**config.mk**
```make
export PLATFORM = sky130hd
export DESIGN_NAME = interrupt_priority_edge_control
export DESIGN_NICKNAME = d
export VERILOG_FILES = /design/src/include/irq_ctrl_pkg.sv /design/src/verilog/interrupt_priority_edge_control.sv
export SDC_FILE = /design/constraint.sdc
export NUM_CORES = 1
export LEC_CHECK = 0
export ABC_CLOCK_PERIOD_IN_PS = 3560
export BUFFER_PORTS_ARGS = -buffer_cell sky130_fd_sc_hd__buf_2
export CORE_ASPECT_RATIO = 0.8
export CORE_UTILIZATION = 50
export DETAILED_ROUTE_END_ITERATION = 7
export PLACE_DENSITY = 0.76
export SLEW_MARGIN = 20
export SYNTH_ARGS = -nofsm -noshare
export SYNTH_HDL_FRONTEND = slang
export SYNTH_SLANG_ARGS = --single-unit
```
**constraint.sdc**
```tcl
create_clock -name clk -period 3.56 [get_ports clk]
set_clock_uncertainty 0.05 [all_clocks]
set_input_delay 0 -clock clk [delete_from_list [all_inputs] [get_ports clk]]
set_output_delay 0 -clock clk [all_outputs]
set_load 0.01 [all_outputs]
```
**src/include/irq_ctrl_pkg.sv**
```systemverilog
// Constants for the interrupt priority and edge control block.
// Assumes byte-wide CPU register access at 16-bit data addresses.
package irq_ctrl_pkg;
  localparam logic [15:0] ADDR_PRIO_LOW = 16'hffe8;
  localparam logic [15:0] ADDR_PRIO_HIGH = 16'hffe9;
  localparam logic [15:0] ADDR_PRIO_THIRD = 16'hffea;
  localparam logic [15:0] ADDR_EDGE_LOW = 16'hffec;
  localparam logic [15:0] ADDR_EDGE_HIGH = 16'hffed;
  localparam logic [15:0] ADDR_SAMPLE_SEL = 16'hffe7;
  localparam logic [15:0] ADDR_PSW = 16'hff1e;
  localparam logic [7:0] PRIO_RESET = 8'hff;
  localparam logic [7:0] EDGE_RESET = 8'h00;
  localparam logic [7:0] SAMPLE_SEL_RESET = 8'h00;
  localparam logic [7:0] PSW_RESET = 8'h02;
  localparam logic [7:0] EDGE_HIGH_MASK = 8'h3f;
  localparam logic [7:0] EDGE_LOW_MASK = 8'hfc;
  localparam logic [7:0] SAMPLE_SEL_MASK = 8'h03;
  localparam int PSW_IE_BIT = 7;
  localparam int PSW_ISP_BIT = 1;
  localparam int CAP_A_LO = 2;
  localparam int CAP_B_LO = 4;
  localparam int PIN_TWO_LO = 6;
  localparam logic [1:0] EDGE_FALL = 2'h0;
  localparam logic [1:0] EDGE_RISE = 2'h1;
  localparam logic [1:0] EDGE_BOTH = 2'h3;
  localparam logic [1:0] SCS_CPU = 2'h0;
  localparam logic [1:0] SCS_DIV32 = 2'h1;
  localparam logic [1:0] SCS_DIV64 = 2'h2;
  localparam logic [1:0] SCS_DIV128 = 2'h3;
  localparam int DIV_W = 7;
  localparam int NUM_SRC = 24;
endpackage : irq_ctrl_pkg

```
**src/verilog/interrupt_priority_edge_control.sv**
```systemverilog
// Interrupt priority flags, edge selection, pin zero noise filter, PSW.
// Assumes CPU strobes are one-cycle pulses synchronous to clk.
// Functional notes
// - Reset sets all three priority flag registers to ff.
// - Low edge register selects edges for pins zero..two and captures.
// - High edge register selects edges for pins three..five, two bits each.
// - Reset clears both edge registers, so inputs start falling-active.
// - Edge field: 00 fall, 01 rise, 11 both; 10 is forbidden.
// - Capture A edges come from low edge register bits 2 and 3, capture B from bits 4 and 5.
// - Pin zero and one edges may change while the timer runs.
// - Sample select register picks the pin zero sampling clock.
// - Reset clears the sample select register.
// - Pin zero request only after two consecutive active samples.
// - Pulse shorter than a sample period, unseen, sets no request.
// - CPU-derived sample clock stops in HALT; peripheral ones run.
// - PSW holds enable and in-service flag; byte, bit, EI, DI writes.
// - Vectored ack or break saves PSW and clears global enable.
// - Maskable ack copies source priority flag into in-service flag.
// - PSW restored on returns and pop, pushed on push-status.
// - Reset loads PSW with 02.
// - Priority registers take bit, byte and paired 16-bit writes.
`timescale 1ns/1ps
`default_nettype none
module interrupt_priority_edge_control
  import irq_ctrl_pkg::*;
(
  input wire logic clk,
  input wire logic rstn,
  input wire logic [15:0] reg_addr,
  input wire logic reg_wr,
  input wire logic [7:0] reg_bit_mask,
  input wire logic [7:0] reg_wdata,
  input wire logic reg_wr16,
  input wire logic [15:0] reg_wdata16,
  input wire logic reg_rd,
  output logic [7:0] reg_rdata,
  input wire logic enable_instr,
  input wire logic disable_instr,
  input wire logic ack_vectored,
  input wire logic ack_maskable,
  input wire logic [4:0] ack_source,
  input wire logic software_break_instr,
  input wire logic push_status_instr,
  input wire logic psw_restore,
  input wire logic [7:0] psw_restore_data,
  output logic [7:0] psw_save_data,
  output logic psw_save_strobe,
  input wire logic halt_mode,
  input wire logic cpu_sample_tick,
  input wire logic [5:0] ext_irq_pins,
  input wire logic timer_capture_in_a,
  input wire logic timer_capture_in_b,
  output logic [5:0] pin_request_pulse,
  output logic [1:0] capture_edge_pulse,
  output logic [7:0] priority_flags_low,
  output logic [7:0] priority_flags_high,
  output logic [7:0] priority_flags_third,
  output logic [7:0] program_status_word
);

  function automatic logic edge_hit(input logic [1:0] mode,
                                    input logic prev, input logic cur);
    case (mode)
      EDGE_FALL: edge_hit = prev & ~cur;
      EDGE_RISE: edge_hit = ~prev & cur;
      EDGE_BOTH: edge_hit = prev ^ cur;
      default: edge_hit = 1'b0;
    endcase
  endfunction : edge_hit

  function automatic logic wsel(input logic [15:0] a,
                                input logic [15:0] target);
    wsel = reg_wr && (a == target);
  endfunction : wsel

  logic [7:0] edge_select_low_pins_r;
  logic [7:0] edge_select_high_pins_r;
  logic [7:0] noise_sample_clock_select_r;
  logic [DIV_W-1:0] div_cnt_r;
  logic sample_tick;
  logic [7:0] sync1_r;
  logic [7:0] sync2_r;
  logic [7:0] prev_r;
  logic samp_r;
  logic filt_r;
  logic filt_prev_r;
  logic [7:0] raw_in;
  logic [NUM_SRC-1:0] prio_all;
  logic [7:0] psw_nxt;

  assign raw_in = {timer_capture_in_b, timer_capture_in_a, ext_irq_pins};
  assign prio_all = {priority_flags_third, priority_flags_high,
                     priority_flags_low};

  // Priority flags: bitwise masked writes, or a word write to the pair
  always_ff @(posedge clk) begin
    if (!rstn) begin
      priority_flags_low <= PRIO_RESET;
      priority_flags_high <= PRIO_RESET;
      priority_flags_third <= PRIO_RESET;
    end else if (reg_wr16 && reg_addr == ADDR_PRIO_LOW) begin
      priority_flags_low <= reg_wdata16[7:0];
      priority_flags_high <= reg_wdata16[15:8];
    end else begin
      if (wsel(reg_addr, ADDR_PRIO_LOW))
        priority_flags_low <= (priority_flags_low & ~reg_bit_mask) |
                              (reg_wdata & reg_bit_mask);
      if (wsel(reg_addr, ADDR_PRIO_HIGH))
        priority_flags_high <= (priority_flags_high & ~reg_bit_mask) |
                               (reg_wdata & reg_bit_mask);
      if (wsel(reg_addr, ADDR_PRIO_THIRD))
        priority_flags_third <= (priority_flags_third & ~reg_bit_mask) |
                                (reg_wdata & reg_bit_mask);
    end
  end

  // Edge and sample registers are whole-byte; the bit mask is ignored
  always_ff @(posedge clk) begin
    if (!rstn) begin
      edge_select_low_pins_r <= EDGE_RESET;
      edge_select_high_pins_r <= EDGE_RESET;
    end else begin
      // No timer interlock: pin edges may change at any time
      if (wsel(reg_addr, ADDR_EDGE_LOW))
        edge_select_low_pins_r <= reg_wdata & EDGE_LOW_MASK;
      if (wsel(reg_addr, ADDR_EDGE_HIGH))
        edge_select_high_pins_r <= reg_wdata & EDGE_HIGH_MASK;
    end
  end

  always_ff @(posedge clk) begin
    if (!rstn)
      noise_sample_clock_select_r <= SAMPLE_SEL_RESET;
    else if (wsel(reg_addr, ADDR_SAMPLE_SEL))
      noise_sample_clock_select_r <= reg_wdata & SAMPLE_SEL_MASK;
  end

  always_ff @(posedge clk) begin
    if (!rstn)
      div_cnt_r <= '0;
    else
      div_cnt_r <= div_cnt_r + 1'b1;
  end

  // CPU tick gated by HALT; prescaled ticks keep running
  always_comb begin
    case (noise_sample_clock_select_r[1:0])
      SCS_CPU: sample_tick = cpu_sample_tick & ~halt_mode;
      SCS_DIV32: sample_tick = &div_cnt_r[4:0];
      SCS_DIV64: sample_tick = &div_cnt_r[5:0];
      SCS_DIV128: sample_tick = &div_cnt_r;
      default: sample_tick = 1'b0;
    endcase
  end

  genvar gi;
  generate
    for (gi = 0; gi < 8; gi++) begin : g_sync
      always_ff @(posedge clk) begin
        if (!rstn) begin
          sync1_r[gi] <= 1'b0;
          sync2_r[gi] <= 1'b0;
          prev_r[gi] <= 1'b0;
        end else begin
          sync1_r[gi] <= raw_in[gi];
          sync2_r[gi] <= sync1_r[gi];
          prev_r[gi] <= sync2_r[gi];
        end
      end
    end
  endgenerate

  // Filtered level moves only when two samples in a row agree
  always_ff @(posedge clk) begin
    if (!rstn) begin
      samp_r <= 1'b0;
      filt_r <= 1'b0;
      filt_prev_r <= 1'b0;
    end else begin
      filt_prev_r <= filt_r;
      if (sample_tick) begin
        samp_r <= sync2_r[0];
        if (sync2_r[0] == samp_r)
          filt_r <= samp_r;
      end
    end
  end

  always_ff @(posedge clk) begin
    if (!rstn) begin
      pin_request_pulse <= '0;
      capture_edge_pulse <= '0;
    end else begin
      pin_request_pulse[0] <= edge_hit(
        edge_select_low_pins_r[CAP_A_LO +: 2], filt_prev_r, filt_r);
      pin_request_pulse[1] <= edge_hit(
        edge_select_low_pins_r[CAP_B_LO +: 2], prev_r[1], sync2_r[1]);
      pin_request_pulse[2] <= edge_hit(
        edge_select_low_pins_r[PIN_TWO_LO +: 2], prev_r[2], sync2_r[2]);
      for (int i = 0; i < 3; i++)
        pin_request_pulse[3+i] <= edge_hit(
          edge_select_high_pins_r[2*i +: 2],
          prev_r[3+i], sync2_r[3+i]);
      capture_edge_pulse[0] <= edge_hit(
        edge_select_low_pins_r[CAP_A_LO +: 2], prev_r[6], sync2_r[6]);
      capture_edge_pulse[1] <= edge_hit(
        edge_select_low_pins_r[CAP_B_LO +: 2], prev_r[7], sync2_r[7]);
    end
  end

  // PSW: acknowledge beats restore beats byte write beats EI and DI
  always_comb begin
    psw_nxt = program_status_word;
    if (ack_vectored || software_break_instr) begin
      psw_nxt[PSW_IE_BIT] = 1'b0;
      if (ack_vectored && ack_maskable)
        psw_nxt[PSW_ISP_BIT] = prio_all[ack_source];
    end else if (psw_restore) begin
      psw_nxt = psw_restore_data;
    end else if (wsel(reg_addr, ADDR_PSW)) begin
      psw_nxt = (program_status_word & ~reg_bit_mask) |
                (reg_wdata & reg_bit_mask);
    end else if (enable_instr) begin
      psw_nxt[PSW_IE_BIT] = 1'b1;
    end else if (disable_instr) begin
      psw_nxt[PSW_IE_BIT] = 1'b0;
    end
  end

  always_ff @(posedge clk) begin
    if (!rstn)
      program_status_word <= PSW_RESET;
    else
      program_status_word <= psw_nxt;
  end

  // Saved image is the PSW before the acknowledge changes it
  always_ff @(posedge clk) begin
    if (!rstn) begin
      psw_save_data <= '0;
      psw_save_strobe <= 1'b0;
    end else begin
      psw_save_strobe <= ack_vectored | software_break_instr |
                         push_status_instr;
      if (ack_vectored || software_break_instr || push_status_instr)
        psw_save_data <= program_status_word;
    end
  end

  always_ff @(posedge clk) begin
    if (!rstn) begin
      reg_rdata <= '0;
    end else if (reg_rd) begin
      case (reg_addr)
        ADDR_PRIO_LOW: reg_rdata <= priority_flags_low;
        ADDR_PRIO_HIGH: reg_rdata <= priority_flags_high;
        ADDR_PRIO_THIRD: reg_rdata <= priority_flags_third;
        ADDR_EDGE_LOW: reg_rdata <= edge_select_low_pins_r;
        ADDR_EDGE_HIGH: reg_rdata <= edge_select_high_pins_r;
        ADDR_SAMPLE_SEL: reg_rdata <= noise_sample_clock_select_r;
        ADDR_PSW: reg_rdata <= program_status_word;
        default: reg_rdata <= '0;
      endcase
    end
  end
endmodule : interrupt_priority_edge_control
`default_nettype wire

```
==> impl_metrics.csv <==
group,metric,value,unit
yosys,synth_xor_area_share,0.670,%
routing,wire_per_inst,19.1,um
worst_setup_path,cp.arrival,2.65,ns
worst_hold_path,hp-class,"in2reg",
status,status,"finished clean",
clocking,clockBufferDepth,2,
final_layout,syn_to_final_growth,28.3,%
yosys,synth-compound-area-share,15.8,%
yosys,synth-simple-area-share,24.5,%
routing,postRouteWirelength,17.5,mm
placed_design,place.detailed.hpwl,12.7,mm
routing,num_vias,5318,
die,fp.dieW,116,um
placed_design,io_buffers,139,
yosys,synth.mux.area_fraction,10.0,%
worst_setup_path,critical_path_peak_fanout,4,
sta,max_slew_margin,31.0,%
grt,grt_pass1_vias,4958,
yosys,syn_inst,612,
worst_setup_path,path_buf_inv,1,
worst_setup_path,critPathCaptureType,"flop",
sta,slew_violations,0,
die,row_count,32,
power,cellPowerDensity,376,nW/um^2
clocking,cts_made_buffers,9,
die,initial_core_util,52.9,%
clocking,cts_tree,"yes",
yosys,synth_top_family_by_area,"simple AND/OR/NAND/NOR gates",
routing,dr.pass1.iters,6,
yosys,syn-cell-area,5230,sq um
grt,grt_max_degree,68,
clocking,clkTransAtPathRegs,0.07,ns
yosys,yosysSeqAreaShare,39.8,%
worst_setup_path,slowest_delay,0.62,ns
sta,finalCritPeriodShare,69.0,%
worst_setup_path,slowest_stage,"dlygate4sd3_1",
placed_design,gp_congestion,0.993,
grt,antenna_found_initial,0,
clocking,htree_levels,3,
final_layout,final_common_cell,"buf_2",
grt,overflow,0,
final_layout,layout_common_cells,"139 x buf_2, 104 x dfxtp_1, 87 x nand2_1, 40 x mux2i_1, 39 x dlygate4sd3_1",
power,vdd_drop_max,0.273,mV
yosys,async_flop_share,0,%
worst_setup_path,crit_family,"compound AO/OA/AOI/OAI gates",
routing,ant_nets,0,
power,power_leakage,0.00287,uW
sta,rsz0062_at_grt,"no",
yosys,synthAdderAreaFrac,4.31,%
yosys,yosysUniqueCellTypes,52,
sta,worst_slack,1.10,ns
sta,hold_viol,0,
final_layout,layout-drive-gt1-share,22.3,%
worst_setup_path,cp-start-kind,"flop",
yosys,yosys_warnings,0,
die,die_area,10900,sq um
sta,worst_hold_slack,0.00382,ns
routing,drc,0,
sta,setup_viol,0,
sta,fmax,0.407,GHz
placed_design,post-place-ws,1.32,ns
routing,viasPerCell,5.83,
worst_setup_path,critPathKind,"reg2reg",
yosys,synth.avg_cell_area,8.54,sq um
final_layout,final_nets,872,
run,drv_cap,0,
sta,layout_min_cycle_time,2.46,ns
yosys,synth-seq-cells,104,
clocking,clk_latency,0.35,ns
die,ios,140,
worst_setup_path,critical_path_required,3.75,ns
grt,track_usage,33.0,%
grt,grt_pass1_wl,26.5,mm
sta,tns,0,ns
die,coreArea,9890,sq um
final_layout,antennaDiodeCount,0,
clocking,clock_sinks,104,
worst_setup_path,crit_chain,"nor2b_1 > a2111oi_0 > a31oi_1 > nor4bb_1 > a211oi_1 > o2111ai_1 > dlygate4sd3_1",
yosys,synth_edf_count,0,
routing,initialDrtViolationCount,483,
yosys,synthesis.nets,713,
sta,worstMarginPinSlew,1.04,ns
yosys,yosys_most_used_dff,"dfxtp_1",
clocking,root_buffer,"clkbuf_16",
die,die-height,93.5,um
-- power by group --
group / leakage (uW) / switching (uW) / internal (uW)
sequential: 0.000845 / 12.0 / 1180
clock: 0.000158 / 455 / 624
combinational: 0.00187 / 139 / 110
total: 0.00287 / 606 / 1920
-- logic make-up (layout without fill, tap and decap cells) --
group                    after synthesis  count (layout)
AO/OA/AOI/OAI                        125             125
buffers and inverters                 64             228
multiplexers                          46              46
adder cells (fa/ha/maj)               18              18
flip-flops                           104             104
AND/OR/NAND/NOR                      251             251
XOR/XNOR                               4               4
-- layout make-up --
class | count | area, sq um
fill | 820 | 3180
sequential | 104 | 2080
inverter | 29 | 109
clock inverter | 7 | 101
timing repair buffer | 183 | 1120
clock buffer | 9 | 225
tap | 136 | 170
multi-input combinational | 444 | 2890
-- metal layers --
layer	wire length (um)	GRT usage (%)	up-vias
met1	7630	44.0	2530
met3	1740	9.07	25
li1	-	-	2470
met5	0	0	-
met2	7790	51.8	293
met4	299	9.62	0
-- worst reg2reg max path: stages, from the launching register on --
cell and delay (ns):
dfxtp_1 0.36, nor2b_1 0.15, a2111oi_0 0.55, a31oi_1 0.09
nor4bb_1 0.18, a211oi_1 0.24, o2111ai_1 0.13, dlygate4sd3_1 0.62
-- synth_stat cells, types with 2 or more instances --
cell | n | area, sq um
nor2b_1 | 20 | 125
nand3_1 | 34 | 170
nor4_1 | 2 | 12.5
dfxtp_1 | 104 | 2080
o2111ai_1 | 2 | 17.5
a21boi_0 | 19 | 143
a211oi_1 | 2 | 15.0
a222oi_1 | 4 | 40.0
o211ai_1 | 2 | 15.0
a22o_1 | 7 | 61.3
nand4b_1 | 2 | 17.5
clkbuf_1 | 30 | 113
nand2_1 | 87 | 327
mux4_2 | 5 | 113
o21ai_0 | 32 | 160
and3_1 | 10 | 62.6
inv_1 | 29 | 109
or2_2 | 2 | 12.5
nor3b_1 | 3 | 22.5
nor3_1 | 2 | 10.0
nand4_1 | 11 | 68.8
xnor2_1 | 3 | 26.3
nor2_1 | 34 | 128
a21oi_1 | 19 | 95.1
mux2i_1 | 40 | 400
and4_1 | 3 | 26.3
nand2b_1 | 2 | 12.5
ha_1 | 18 | 225
a22oi_1 | 21 | 158
a31oi_1 | 3 | 18.8
and2_1 | 32 | 200
o21ai_1 | 6 | 30.0
buf_2 | 3 | 15.0
-- worst paths after layout --
kind / from / endpoint / slack [ns] / cells past startpoint
worst max-delay path: flop / flop / 1.10 / 7
worst min-delay path: push_status_instr / psw_save_data[7] / 0.004 / 4
worst max register to register: flop / flop / 1.10 / 7
worst min register to register: sync1_r[5] / sync2_r[5] / 0.39 / 1
-- metrics by stage --
step	cell area (sq um)	cells	total power [uW]	util [%]
floorplan	5230	612	1330	-
global placement	5990	857	1430	60.6
detailed placement	5990	857	1440	60.6
CTS	6710	912	2530	67.8
global route	6710	912	2610	67.8
finish	6710	912	2520	67.8
-- timing repair --
action                    CTS  global route
hold buffers               39             0
hold endpoints to repair   47             0
resized for setup           0             0
setup buffers               0             0
No activity file was read; power rests on OpenSTA's default activity.
